--- src/cei_pkg.sv ---
// Package of constants and types for the channel equipment interface
package cei_pkg;

    // ************************************************************
    // Widths
    // ************************************************************
    localparam int CEI_GRP_W   = 12;        // One coded group on the lines
    localparam int CEI_EQ_W    = 3;         // Equipment number width
    localparam int CEI_UNIT_W  = 9;         // Unit field width
    localparam int CEI_EQ_LSB  = 9;         // Equipment field low bit
    localparam int CEI_STAT_W  = 12;        // Status lines
    localparam int CEI_BUSY_BIT  = 1;       // Busy status bit 01
    localparam int CEI_READY_BIT = 0;       // Ready status bit 00

    // ************************************************************
    // Timing
    // ************************************************************
    localparam int CEI_CLK_MHZ      = 250;  // Clock rate
    localparam int CEI_HOLD_US      = 2;    // Least wait before answer
    localparam int CEI_HOLD_CYC     = CEI_HOLD_US * CEI_CLK_MHZ;
    localparam int CEI_CNT_W        = 10;   // Hold counter width

    // ************************************************************
    // Handshake states
    // ************************************************************
    typedef enum logic [2:0] {
        CEI_IDLE  = 3'b000,                 // Waiting for a strobe
        CEI_SWAIT = 3'b001,                 // Select seen, holding off
        CEI_ANS   = 3'b010,                 // Answer held until drop
        CEI_WWAIT = 3'b011                  // Word strobe, awaiting data
    } cei_state_t;

    // Kind of answer held on the lines
    typedef enum logic [1:0] {
        CEI_A_NONE = 2'b00,
        CEI_A_ACK  = 2'b01,
        CEI_A_REF  = 2'b10,
        CEI_A_REND = 2'b11
    } cei_ans_t;

endpackage

--- src/cei_sync_if.sv ---
// Interface carrying synchronised channel levels and their edges
`timescale 1ns/1ns
interface cei_sync_if;
    logic sel_lvl;                          // Select strobe, synced
    logic ord_lvl;                          // Order strobe, synced
    logic wrd_lvl;                          // Word strobe, synced
    logic in_lvl;                           // Input level, synced
    logic out_lvl;                          // Output level, synced
    logic act_lvl;                          // Transfer-active, synced
    logic sel_rise;                         // Select strobe rising edge
    logic ord_rise;                         // Order strobe rising edge
    logic wrd_rise;                         // Word strobe rising edge
    logic act_rise;                         // Transfer-active rising edge
    logic out_fall;                         // Output level falling edge
    modport prod (output sel_lvl, ord_lvl, wrd_lvl, in_lvl, out_lvl,
                  act_lvl, sel_rise, ord_rise, wrd_rise, act_rise,
                  out_fall);
    modport cons (input sel_lvl, ord_lvl, wrd_lvl, in_lvl, out_lvl,
                  act_lvl, sel_rise, ord_rise, wrd_rise, act_rise,
                  out_fall);
endinterface
--- src/cei_data_sync.sv ---
// Two-stage synchroniser for the data group and its parity bit
`timescale 1ns/1ns
module cei_data_sync #(
    parameter int W = 13                    // Data plus parity
) (
    // Clock and reset
    input  wire logic         ref_clk_i,
    input  wire logic         rstn_i,
    // Raw and synced group
    input  wire logic [W-1:0] raw_i,
    output logic      [W-1:0] sync_o
);
    import cei_pkg::*;

    // ************************************************************
    // State
    // ************************************************************
    typedef struct packed {
        logic [W-1:0] s1;                   // First stage
        logic [W-1:0] s2;                   // Second stage
    } cei_dsync_t;

    cei_dsync_t st_q, st_d;

    // Shift the group through
    always_comb begin
        st_d    = st_q;
        st_d.s1 = raw_i;
        st_d.s2 = st_q.s1;
    end

    // Register the state
    always_ff @(posedge ref_clk_i or negedge rstn_i) begin
        if (!rstn_i) begin
            st_q <= '0;
        end else begin
            st_q <= st_d;
        end
    end

    assign sync_o = st_q.s2;
endmodule

--- src/cei_equipment.sv ---
// Equipment end of the bidirectional channel interface
`timescale 1ns/1ns
module cei_equipment #(
    parameter int DW = 12                   // Data group width
) (
    // Clock and reset (reset is the global initialise)
    input  wire logic                   ref_clk_i,
    input  wire logic                   rstn_i,
    // Channel strobes and levels
    input  wire logic                   sel_strobe_i,
    input  wire logic                   ord_strobe_i,
    input  wire logic                   wrd_strobe_i,
    input  wire logic                   in_level_i,
    input  wire logic                   out_level_i,
    input  wire logic                   act_level_i,
    // Data lines and parity, three-signal form
    input  wire logic [DW-1:0]          data_in_i,
    input  wire logic                   par_in_i,
    output logic      [DW-1:0]          data_out_o,
    output logic                        par_out_o,
    output logic                        data_oe_o,
    // Answers to the channel
    output logic                        ack_o,
    output logic                        refuse_o,
    output logic                        record_end_signal_o,
    output logic                        par_fault_o,
    output logic [cei_pkg::CEI_STAT_W-1:0] status_o,
    output logic                        status_oe_o,
    // Equipment side
    input  wire logic [cei_pkg::CEI_EQ_W-1:0] eq_num_i,
    input  wire logic                   unavail_i,
    input  wire logic                   ready_i,
    input  wire logic                   ord_can_do_i,
    input  wire logic                   ord_redo_i,
    input  wire logic                   ord_done_i,
    input  wire logic [DW-1:0]          rd_word_i,
    input  wire logic                   rd_valid_i,
    input  wire logic                   rd_rec_end_i,
    input  wire logic [cei_pkg::CEI_STAT_W-1:0] dev_stat_i,
    output logic [DW-1:0]               ord_code_o,
    output logic                        ord_start_o,
    output logic [cei_pkg::CEI_UNIT_W-1:0] unit_o,
    output logic                        attached_o,
    output logic                        link_pfault_o,
    output logic                        busy_o,
    output logic                        rd_take_o,
    output logic [DW-1:0]               wr_word_o,
    output logic                        wr_strobe_o,
    output logic                        wr_rec_close_o,
    output logic                        rd_xfer_o
);
    import cei_pkg::*;

    // ************************************************************
    // Synchronisers
    // ************************************************************
    cei_sync_if sy ();
    logic [DW:0] grp_s;                     // Parity in the top bit

    cei_sync u_sync (
        .ref_clk_i (ref_clk_i),
        .rstn_i    (rstn_i),
        .raw_i     ({act_level_i, out_level_i, in_level_i,
                     wrd_strobe_i, ord_strobe_i, sel_strobe_i}),
        .sy        (sy)
    );

    cei_data_sync #(.W(DW + 1)) u_dsync (
        .ref_clk_i (ref_clk_i),
        .rstn_i    (rstn_i),
        .raw_i     ({par_in_i, data_in_i}),
        .sync_o    (grp_s)
    );

    // Odd parity check on a group plus its parity bit
    function automatic logic par_ok(input logic [CEI_GRP_W:0] g);
        par_ok = ^g;
    endfunction

    // Parity bit that makes the group odd
    function automatic logic par_gen(input logic [CEI_GRP_W-1:0] w);
        par_gen = ~(^w);
    endfunction

    // ************************************************************
    // State record
    // ************************************************************
    typedef struct packed {
        cei_state_t          st;            // Handshake state
        cei_ans_t            ans;           // Answer being held
        logic [2:0]          ans_hot;       // Answer lines: end, refuse, ack
        logic [CEI_CNT_W-1:0] cnt;          // Select hold-off counter
        logic                attached;      // Attached to the channel
        logic                stat_gate;     // Status lines gated
        logic                pfault;        // Link parity fault flag
        logic                pf_out;        // Parity fault to channel
        logic                ord_lock;      // Order pending
        logic [DW-1:0]       ord_code;      // Last accepted order
        logic                ord_start;     // One-cycle order start
        logic                busy;          // Busy status
        logic                rec_skip;      // Input waits for next record
        logic                rec_end_pend;  // Record ended, report once
        logic                rd_xfer;       // Input transfer active
        logic                wr_xfer;       // Output transfer active
        logic [DW-1:0]       dout;          // Driven word
        logic                pout;          // Driven parity
        logic                oe;            // Data drive enable
        logic                rd_take;       // Word taken pulse
        logic [DW-1:0]       wr_word;       // Sampled output word
        logic                wr_stb;        // Output word pulse
        logic                wr_close;      // Record close pulse
        logic [CEI_UNIT_W-1:0] unit;        // Selected unit
        logic [CEI_STAT_W-1:0] status;      // Gated status
    } cei_eq_t;

    cei_eq_t q, d;
    logic    match;                         // Select names this equipment
    logic    sel_par;                       // Select code parity good
    logic    ord_par;                       // Order/data parity good

    // ************************************************************
    // Next-state logic
    // ************************************************************
    always_comb begin
        d           = q;
        d.ord_start = 1'b0;
        d.rd_take   = 1'b0;
        d.wr_stb    = 1'b0;
        d.wr_close  = 1'b0;
        // Codes sit in the lowest twelve lines only
        match   = grp_s[CEI_EQ_LSB +: CEI_EQ_W] == eq_num_i;
        sel_par = par_ok(grp_s[CEI_GRP_W:0]);
        ord_par = sel_par;

        // Order finished on the equipment side frees the lockout
        if (q.ord_lock && ord_done_i) begin
            d.ord_lock = 1'b0;
        end

        // Busy on transfer-active, deferred until ready
        if (q.attached && sy.act_lvl && ready_i) begin
            d.busy = 1'b1;
        end else if (!sy.act_lvl && !q.rd_xfer && !q.wr_xfer) begin
            d.busy = 1'b0;
        end

        // Input level: start only at a record boundary
        if (!sy.in_lvl) begin
            d.rd_xfer = 1'b0;
            if (q.rd_xfer) begin
                d.rec_skip = 1'b1;          // Medium runs on
            end
        end else if (q.attached && !q.rd_xfer && !q.rec_skip) begin
            d.rd_xfer = 1'b1;
        end
        if (rd_rec_end_i) begin
            d.rec_skip = 1'b0;              // Next record may be read
            if (q.rd_xfer) begin
                d.rec_end_pend = 1'b1;
            end
        end

        // Output level: each fall during an output transfer closes the record
        d.wr_xfer = q.attached && sy.out_lvl;
        if (sy.out_fall && q.wr_xfer) begin
            d.wr_close = 1'b1;
        end

        case (q.st)
            CEI_IDLE: begin
                if (sy.sel_rise) begin
                    d.pfault = 1'b0;        // Clear first
                    d.pf_out = 1'b0;
                    d.stat_gate = 1'b0;     // New code ends gating
                    d.cnt = '0;
                    if (!sel_par) begin
                        d.pfault   = 1'b1;
                        d.attached = 1'b0;
                    end else if (!match) begin
                        d.attached = 1'b0;  // Detach at once
                    end else begin
                        d.unit = grp_s[CEI_UNIT_W-1:0];
                        d.st   = CEI_SWAIT;
                    end
                end else if (sy.ord_rise && q.attached) begin
                    d.st = CEI_ANS;
                    if (!ord_par) begin
                        d.pfault = 1'b1;    // No execution
                        d.pf_out = 1'b1;
                        d.ans    = CEI_A_NONE;
                    end else if (ord_can_do_i &&
                                 (!q.ord_lock || ord_redo_i)) begin
                        d.ord_code  = grp_s[DW-1:0];
                        d.ord_start = 1'b1;
                        d.ord_lock  = 1'b1;
                        d.ans       = CEI_A_ACK;
                    end else begin
                        d.ans = CEI_A_REF;
                    end
                end else if (sy.wrd_rise && q.attached) begin
                    if (q.wr_xfer) begin
                        // Output: sample lines, then acknowledge
                        d.wr_word = grp_s[DW-1:0];
                        d.wr_stb  = 1'b1;
                        d.pf_out  = !ord_par;
                        d.pfault  = q.pfault | !ord_par;
                        d.ans     = CEI_A_ACK;
                        d.st      = CEI_ANS;
                    end else if (q.rec_end_pend) begin
                        d.rec_end_pend = 1'b0;
                        d.rd_xfer      = 1'b0;
                        d.ans  = CEI_A_REND;
                        d.st   = CEI_ANS;
                    end else if (q.rd_xfer) begin
                        d.st = CEI_WWAIT;
                    end
                end
            end
            CEI_SWAIT: begin
                // Hold off the answer for the least time
                if (!sy.sel_lvl) begin
                    d.st = CEI_IDLE;
                end else if (q.cnt == CEI_CNT_W'(CEI_HOLD_CYC - 1)) begin
                    d.st = CEI_ANS;
                    if (unavail_i) begin
                        d.ans       = CEI_A_REF;
                        d.stat_gate = 1'b1;
                    end else begin
                        d.ans       = CEI_A_ACK;
                        d.attached  = 1'b1;
                        d.stat_gate = 1'b1;
                    end
                end else begin
                    d.cnt = q.cnt + 1'b1;
                end
            end
            CEI_WWAIT: begin
                // Input: drive word, then acknowledge
                if (!sy.wrd_lvl || !q.rd_xfer) begin
                    d.st = CEI_IDLE;
                end else if (rd_valid_i) begin
                    d.dout    = rd_word_i;
                    d.pout    = par_gen(rd_word_i);
                    d.rd_take = 1'b1;
                    d.st      = CEI_ANS;
                    d.ans     = CEI_A_ACK;
                end
            end
            CEI_ANS: begin
                // Release once the answered strobe drops
                if (!sy.sel_lvl && !sy.ord_lvl && !sy.wrd_lvl) begin
                    d.ans    = CEI_A_NONE;
                    d.pf_out = 1'b0;
                    d.st     = CEI_IDLE;
                end
            end
            default: begin
                d.st = CEI_IDLE;
            end
        endcase

        // Drive data lines only during input
        d.oe     = q.attached && q.rd_xfer && !sy.sel_lvl && !sy.ord_lvl;
        d.status = dev_stat_i;
        d.status[CEI_BUSY_BIT]  = q.busy;
        d.status[CEI_READY_BIT] = ready_i;
        d.ans_hot = {d.ans == CEI_A_REND, d.ans == CEI_A_REF,
                     d.ans == CEI_A_ACK};
    end

    // ************************************************************
    // State register; reset is the global initialise
    // ************************************************************
    always_ff @(posedge ref_clk_i or negedge rstn_i) begin
        if (!rstn_i) begin
            q <= '0;
        end else begin
            q <= d;
        end
    end

    // ************************************************************
    // Outputs straight from the state record
    // ************************************************************
    assign data_out_o          = q.dout;
    assign par_out_o           = q.pout;
    assign data_oe_o           = q.oe;
    assign ack_o               = q.ans_hot[0];
    assign refuse_o            = q.ans_hot[1];
    assign record_end_signal_o = q.ans_hot[2];
    assign par_fault_o         = q.pf_out;
    assign status_o            = q.status;
    assign status_oe_o         = q.stat_gate;
    assign ord_code_o          = q.ord_code;
    assign ord_start_o         = q.ord_start;
    assign unit_o              = q.unit;
    assign attached_o          = q.attached;
    assign link_pfault_o       = q.pfault;
    assign busy_o              = q.busy;
    assign rd_take_o           = q.rd_take;
    assign wr_word_o           = q.wr_word;
    assign wr_strobe_o         = q.wr_stb;
    assign wr_rec_close_o      = q.wr_close;
    assign rd_xfer_o           = q.rd_xfer;
endmodule

--- src/cei_sync.sv ---
// Two-stage synchronisers and edge detectors for channel levels
`timescale 1ns/1ns
module cei_sync (
    // Clock and reset
    input  wire logic ref_clk_i,
    input  wire logic rstn_i,
    // Raw levels from the cable
    input  wire logic [5:0] raw_i,
    // Synchronised view
    cei_sync_if.prod  sy
);
    import cei_pkg::*;

    // ************************************************************
    // State
    // ************************************************************
    typedef struct packed {
        logic [5:0] s1;                     // First stage, read by s2 only
        logic [5:0] s2;                     // Second stage
        logic [5:0] s3;                     // Delayed copy for edges
    } cei_sync_t;

    cei_sync_t st_q, st_d;

    // Shift the stages along
    always_comb begin
        st_d    = st_q;
        st_d.s1 = raw_i;
        st_d.s2 = st_q.s1;
        st_d.s3 = st_q.s2;
    end

    // Register the state
    always_ff @(posedge ref_clk_i or negedge rstn_i) begin
        if (!rstn_i) begin
            st_q <= '0;
        end else begin
            st_q <= st_d;
        end
    end

    // Edges are taken between second stage and its delayed copy
    assign sy.sel_lvl  = st_q.s2[0];
    assign sy.ord_lvl  = st_q.s2[1];
    assign sy.wrd_lvl  = st_q.s2[2];
    assign sy.in_lvl   = st_q.s2[3];
    assign sy.out_lvl  = st_q.s2[4];
    assign sy.act_lvl  = st_q.s2[5];
    assign sy.sel_rise = st_q.s2[0] & ~st_q.s3[0];
    assign sy.ord_rise = st_q.s2[1] & ~st_q.s3[1];
    assign sy.wrd_rise = st_q.s2[2] & ~st_q.s3[2];
    assign sy.act_rise = st_q.s2[5] & ~st_q.s3[5];
    assign sy.out_fall = ~st_q.s2[4] & st_q.s3[4];
endmodule

--- config.mk ---
export PLATFORM = sky130hd
export DESIGN_NAME = cei_equipment
export DESIGN_NICKNAME = d
export VERILOG_FILES = /design/src/cei_pkg.sv /design/src/cei_sync_if.sv /design/src/cei_data_sync.sv /design/src/cei_equipment.sv /design/src/cei_sync.sv
export SDC_FILE = /design/constraint.sdc
export NUM_CORES = 1
export LEC_CHECK = 0
export BUFFER_PORTS_ARGS = -buffer_cell sky130_fd_sc_hd__buf_2
export CAP_MARGIN = 30
export CELL_PAD_IN_SITES_DETAIL_PLACEMENT = 1
export CELL_PAD_IN_SITES_GLOBAL_PLACEMENT = 1
export CORE_MARGIN = 1.5
export CORE_UTILIZATION = 45
export CTS_CLUSTER_DIAMETER = 100
export DETAILED_ROUTE_END_ITERATION = 6
export PLACE_DENSITY_LB_ADDON = 0.1
export SYNTH_ARGS = -nofsm -noshare
export SYNTH_HDL_FRONTEND = slang
export SYNTH_HIERARCHICAL = 1
export SYNTH_SLANG_ARGS = --single-unit
--- constraint.sdc ---
create_clock -name ref_clk_i -period 3.65 [get_ports ref_clk_i]
set_input_delay 1.095 -clock ref_clk_i [delete_from_list [all_inputs] [get_ports ref_clk_i]]
set_output_delay 1.095 -clock ref_clk_i [all_outputs]
set_load 0.02 [all_outputs]
# After elaboration in Yosys (flattened, before gate mapping)
# Cells that the tools add are included.
# totals
mem_count	0
in_bits	55
mem_bits_ro	0
reg_bits	134
output_inout_bits	72
latchBits	0
ram_bits	0
elab_cells	184
# classes
n_mux	67
n_addsub	1
div_mod_pow	0
n_reduce_logical	48
n_mul	0
n_eq_ne	25
n_bitwise	13
shift	0
magnitude_cmp	0
# ops
operator	count
14-bit two-way mux	5
2-bit two-way mux	20
5-bit two-way mux	6
12-bit two-way mux	2
12-bit one-hot mux with 2 select lines	1
1-bit two-way mux	22
3-bit two-way mux	7
3-bit inequality test, second input constant	6
1-bit logical AND	17
4-bit AND reduction	4
5-bit AND reduction	3
13-bit parity	1
2-bit inequality test, second input constant	6
4-bit inequality test, second input constant	3
3-bit one-hot mux with 4 select lines	1
12-bit parity	1
10-bit by 1-bit adder with 10-bit output, second input constant	1
10-bit by 9-bit == test with 1-bit output, second input constant	1
10-bit two-way mux	1
1-bit zero test	9
1-bit NOT	8
2-bit one-hot mux with 4 select lines	1
2-bit nonzero test	4
7-bit AND reduction	1
16 further kinds	23

# Depth between registers and ports, before layout
# Gate-level depths: netlist (run 1).
# logic_depth
word_depth	11
depth_mapped	8

# By module
# Netlist (run 1), hierarchy kept.
# modules_own_cells
module	cells_each	area_each_um2	instances
cei_equipment	398	4367.9	1
cei_data_sync	26	650.6	1
cei_sync	22	494.2	1

# Worst setup path before layout (run 1)
# No wires, ideal clock.
# synth_path
path_kind	in2reg
start	input ord_redo_i
end	register q (netlist bit record_end_signal_o)
path_stages	4
setup_time_ps	84
slack_ps	1186
arrival_ps	2380
path_cell_list	o21ai_0 > or3b_2 > o211ai_1 > a21boi_0
# synth_lines
element	line	source
start: declaration	cei_equipment.sv:34	input wire logic ord_redo_i,
end signal: assignment	cei_equipment.sv:276	q <= '0;
end signal: assignment	cei_equipment.sv:278	q <= d;
end: declaration	cei_equipment.sv:116	cei_eq_t q, d;

# Final worst setup path (run 1)
# layout_path
start	input eq_num_i[1] in the netlist's numbering
end	register q (netlist bit unit_o[5])
# layout_between
elab_chain_cells	2
# layout_lines
element	line	source
start: declaration	cei_equipment.sv:30	input wire logic [cei_pkg::CEI_EQ_W-1:0] eq_num_i,
3-bit == test	cei_equipment.sv:131	match = grp_s[CEI_EQ_LSB +: CEI_EQ_W] == eq_num_i;
4-bit AND reduction (no line)	--	
# Every way passes these cells.
# A chain may end at the register's enable or synchronous reset.

==> results.json, run 1 <==
{
  "status": "complete, no violations",
  "max_freq_ghz": 0.3852,
  "h-tree-depth": 4,
  "layout-drive-gt1-share_pct": 38.58,
  "wl_per_cell_um": 16.80,
  "setup_viol": 0,
  "first_pass_iters": 4,
  "place.gp.congestion": 0.7887,
  "max-slew-margin-rel_pct": 49.63,
  "p_leak_nw": 3.268,
  "postCtsHoldBufs": 0,
  "grt_pass1_vias": 3634,
  "initial_utilization_pct": 45.76,
  "fin_ws_ns": 1.054,
  "tightest_slew_ns": 0.7450,
  "grtUsageTotal_pct": 19.18,
  "grt_pass1_wl_um": 18460,
  "hpwlAfterDp_um": 8032,
  "cp_max_fo": 9,
  "vias": 3434,
  "register_area_um2": 3303,
  "via_per_inst": 5.043,
  "grt-ovfl-total": 0,
  "drt_iter0_drc": 114,
  "synth_nets": 500,
  "fillerInstances": 1275,
  "syn_area_um2": 5474,
  "path_class": "input port to flip-flop",
  "cts-buffers-inserted": 17,
  "place_ws_ns": 0.6188,
  "wl_um": 11440,
  "timing.critical_path.from": "eq_num_i[1]",
  "start_kind": "input port",
  "clkLatencyLatePin_ns": 0.41,
  "rrSetupSlack_ns": 1.15,
  "slowest_delay_ns": 0.55,
  "setup_tns_ns": 0,
  "fin_cells": 681,
  "crit_path_cell_trace": "buf_2 > xor2_1 > nor3_1 > nand2_1 > nor2_2 > mux2_2",
  "placed_cells": 650,
  "rsz0062_at_grt": "false",
  "antenna_found_initial": 1,
  "reg2reg_depth": 7,
  "die_x_um": 113.3,
  "layout.nets": 578,
  "powerDensity_nw_per_um2": 774.3,
  "hold_class": "flip-flop to flip-flop",
  "skew_ns": 0.006374,
  "ant_nets": 0,
  "io_buffer_count": 124,
  "grt_max_degree": 54,
  "cts_sinks": 132,
  "area_delta_synth_final_pct": 17.65,
  "layout_min_cycle_time_ns": 2.596,
  "syn_inst": 444,
  "cp_num_cells": 6,
  "yosysWarnings": 6,
  "cts_root_buffer": "clkbuf_16",
  "rows": 40,
  "die_area_um2": 12830,
  "maxSlewViolCount": 0,
  "rr_startpoint": "u_sync/sy.sel_lvl",
  "arrival_ns": 2.89,
  "fp.coreArea_um2": 11960,
  "clockBufferDepth": 2,
  "crit_required_ns": 3.95,
  "cp-endpoint": "unit_o[5]",
  "critPathCaptureType": "flip-flop",
  "finalHoldViolCount": 0,
  "postCtsSetupRepairBufs": 0,
  "min_period_over_period_pct": 71.12,
  "fp.dieH_um": 113.3,
  "vdd_ir_drop_max_v": 0.0003393,
  "timing.rr.end": "unit_o[5]",
  "synth.avg_cell_area_um2": 12.33,
  "antenna_cells": 0,
  "drc": 0,
  "crit_slowest_cell": "nor3_1",
  "postCtsResizedCells": 0,
  "cap_violations": 0,
  "cts_tree": "yes",
  "io_pins": 127,
  "critPathTopFamily": "simple AND/OR/NAND/NOR gates",
  "cp_num_buf_inv": 1,
  "hold_ws_ns": 0.3430,
  "multi_input_area_um2": 1653,
  "clk_pin_slew_worst_paths_ns": 0.06
}
## per-stage QoR
stage	util (%)	total power, W	instance area, µm²
after detailed placement	48.94	0.003365	5854
after global routing	53.84	0.005246	6440
final	53.84	0.004986	6440
after global placement	48.94	0.003315	5854
after floorplan	-	0.003152	5474
after CTS	53.84	0.005058	6440
## worst register-to-register path, stage by stage, from the launching register on
cell and delay (ns):
dfrtp_1 0.57, nor2b_4 0.33, inv_1 0.12, nor3_1 0.17, buf_4 0.24, nand2_1 0.09
nor2_2 0.47, mux2_2 0.41
## routing by layer
metal | vias to the layer above | GRT usage, % | wire (µm)
li1 | 1595 | - | -
met1 | 1744 | 23.12 | 4838
met2 | 73 | 31.72 | 5843
met3 | 20 | 6.427 | 560
met4 | 2 | 8.083 | 191
met5 | - | 0 | 7
## registers in the layout, summed over array words and instances (netlist names), 4 cells and up
| name | count |
|---|---|
| ord_code_o | 12 |
| data_out_o | 12 |
| wr_word_o | 12 |
| unit_o | 9 |
| q | 18 |
| u_sync/st_q | 4 |
| u_dsync/st_d | 13 |
| u_dsync/sync_o | 13 |
| status_o | 12 |
| u_sync/st_d | 6 |
## how the worst min path moves through the flow
stage                           from  slack, ns                  to  cells past startpoint
finish                u_sync/st_d[9]       0.34    u_sync/sy.in_lvl                      0
CTS                   u_sync/st_d[9]       0.34    u_sync/sy.in_lvl                      0
floorplan            u_dsync/st_d[0]       0.33   u_dsync/sync_o[0]                      0
global route         u_dsync/st_d[9]       0.35   u_dsync/sync_o[9]                      0
global placement    u_dsync/st_d[10]       0.33  u_dsync/sync_o[10]                      0
detailed placement    u_sync/st_d[9]       0.34    u_sync/sy.in_lvl                      0
## cell type report
class	instances	share of cell area, %
clock buffer	22	7.519
inverter	8	0.4663
sequential	132	51.29
tap	147	2.856
timing repair buffer	130	10.63
clock inverter	9	1.574
multi-input combinational	233	25.67
## report_power, final
part | switching, W | internal (W) | total [W]
registers | 0.000248 | 0.00177 | 0.00202
logic | 0.000777 | 0.000525 | 0.00130
clock network | 0.000594 | 0.00107 | 0.00166
total | 0.00162 | 0.00337 | 0.00499
## cell usage in the layout (no fill, tap or decap), drive strengths merged, types with 2 or more instances in the layout
cell / instances
dfrtp: 132
buf: 130
nand2: 55
mux2: 34
nor2: 25
clkbuf: 22
xnor2: 17
xor2: 11
o21ai: 9
inv: 9
a21oi: 8
nor3: 7
nor2b: 6
nand3: 5
clkinv: 5
nand4: 4
nor4: 4
nand2b: 3
a211oi: 3
a31oi: 3
xnor3: 3
a221oi: 2
and3: 2
o22ai: 2
nor4b: 2
o211ai: 2
and2: 2
mux2i: 2
bufinv: 2
(Power assumes the default switching activity.)
==> inputs of run 2 (changes only) <==
- CORE_UTILIZATION: 45 -> 38
- clock period: 3.65 -> 2.34 ns (I/O delays scaled with it)
==> results.json, run 2 (synthesis results as in run 1) <==
{
  "antenna_cells": 0,
  "wl_per_cell_um": 16.44,
  "layout-drive-gt1-share_pct": 42.27,
  "cts_tree": "yes",
  "cts_sinks": 132,
  "grt_pass1_wl_um": 19530,
  "p_leak_nw": 3.443,
  "placed_cells": 705,
  "crit_required_ns": 2.64,
  "skew_ns": 0.01323,
  "cts-buffers-inserted": 17,
  "timing.critical_path.from": "u_dsync/sync_o[12]",
  "die_x_um": 123.0,
  "setup_viol": 0,
  "min_period_over_period_pct": 99.82,
  "max_freq_ghz": 0.4281,
  "status": "complete, no violations",
  "grtUsageTotal_pct": 17.37,
  "hpwlAfterDp_um": 8389,
  "grt_max_degree": 55,
  "cp_max_fo": 6,
  "finalHoldViolCount": 0,
  "initial_utilization_pct": 39.13,
  "final_common_cell": "dfrtp_1",
  "final_cell_mix": "dfrtp_1, buf_2, nand2_1",
  "rr_startpoint": "u_dsync/sync_o[12]",
  "cap_violations": 0,
  "first_pass_iters": 4,
  "grt-ovfl-total": 0,
  "fillerInstances": 1535,
  "area_delta_synth_final_pct": 24.16,
  "max-slew-margin-rel_pct": 56.56,
  "start_kind": "flip-flop",
  "vdd_ir_drop_max_v": 0.0005716,
  "rows": 43,
  "postCtsHoldBufs": 0,
  "layout.nets": 606,
  "cts_root_buffer": "clkbuf_16",
  "layout_min_cycle_time_ns": 2.336,
  "ant_nets": 0,
  "clk_pin_slew_worst_paths_ns": 0.06,
  "h-tree-depth": 4,
  "die_area_um2": 15130,
  "vias": 3567,
  "tightest_slew_ns": 0.6457,
  "fp.dieH_um": 123.0,
  "utilization_pct": 48.59,
  "fp.coreArea_um2": 13990,
  "io_buffer_count": 124,
  "place.gp.congestion": 0.7606,
  "largest_reg_flops": 18,
  "drt_iter0_drc": 109,
  "powerDensity_nw_per_um2": 1189,
  "grt_pass1_vias": 3856,
  "wl_um": 12220,
  "fin_cells": 743,
  "clockBufferDepth": 2,
  "rsz0062_at_grt": "true",
  "critPathCaptureType": "flip-flop",
  "antenna_found_initial": 0,
  "top_register": "q",
  "maxSlewViolCount": 0,
  "via_per_inst": 4.801,
  "path_class": "flip-flop to flip-flop",
  "drc": 0,
  "hold_class": "input port to asynchronous set/reset pin",
  "io_pins": 127,
  "clkLatencyLatePin_ns": 0.42,
  "arrival_ns": 2.64,
  "power_w": 0.008084
}
## run 2: final timing paths
check | to | slack, ns | depth (start not counted)
max in group asynchronous | u_dsync/sync_o[1] | 1.54 | 2
min in group ref_clk_i | u_dsync/sync_o[1] | 0.35 | 0
min reg2reg | u_dsync/sync_o[1] | 0.35 | 0
max | ord_code_o[0] | 0.004 | 7
max reg2reg | ord_code_o[0] | 0.004 | 7
min | wr_rec_close_o | 0.18 | 1
## run 2: power breakdown
group	switching [W]	internal, W	total (W)
clock network	0.000953	0.00173	0.00268
logic	0.00132	0.000984	0.00230
registers	0.000334	0.00277	0.00310
total	0.00260	0.00548	0.00808
## run 2: layout make-up
| cell class | count | area [µm²] | share of cell area (%) |
|---|---|---|---|
| flip-flops and latches | 132 | 3306 | 48.64 |
| multi-input cells | 233 | 1692 | 24.89 |
| repair buffers | 158 | 949.7 | 13.97 |
| well taps | 180 | 225.2 | 3.314 |
| inverters | 8 | 30.03 | 0.4418 |
| clock inverters | 9 | 126.4 | 1.859 |
| clock buffers | 23 | 467.9 | 6.885 |
## run 2: routing by layer
| layer | vias up | wire, µm | track usage [%] |
|---|---|---|---|
| li1 | 1661 | - | - |
| met1 | 1810 | 5451 | 22.15 |
| met2 | 81 | 6001 | 27.78 |
| met3 | 15 | 587 | 5.673 |
| met4 | 0 | 175 | 6.250 |
| met5 | - | 0 | 0 |
## run 2: through the flow
step           setup WS [ns]  area [µm²]  TNS, ns  hold slack, ns
6_report            0.004288        6797        0          0.1842
5_1_grt             -0.09901        6797  -0.9562          0.1982
4_1_cts             0.007797        6694        0          0.1827
3_5_place_dp         0.01554        6098        0          0.3364
3_3_place_gp         0.04940        6098        0          0.3339
2_1_floorplan         0.1012        5474        0          0.3312
## run 2: repair_timing
action / in CTS / in global routing
gates resized for setup: 1 / 9
endpoints found under the hold margin: 0 / 0
setup endpoints to repair: 4 / 13
setup buffers: 0 / 5
cloned: 0 / 1
pin swaps: 0 / 2
## run 2: worst max-delay path, cell delays in order, from the launching register on
cell	delay, ns
dfrtp_1	0.40
xnor2_2	0.17
xnor3_2	0.51
xnor2_4	0.18
nor4_4	0.28
buf_4	0.19
clkbuf_16	0.16
mux2_2	0.32
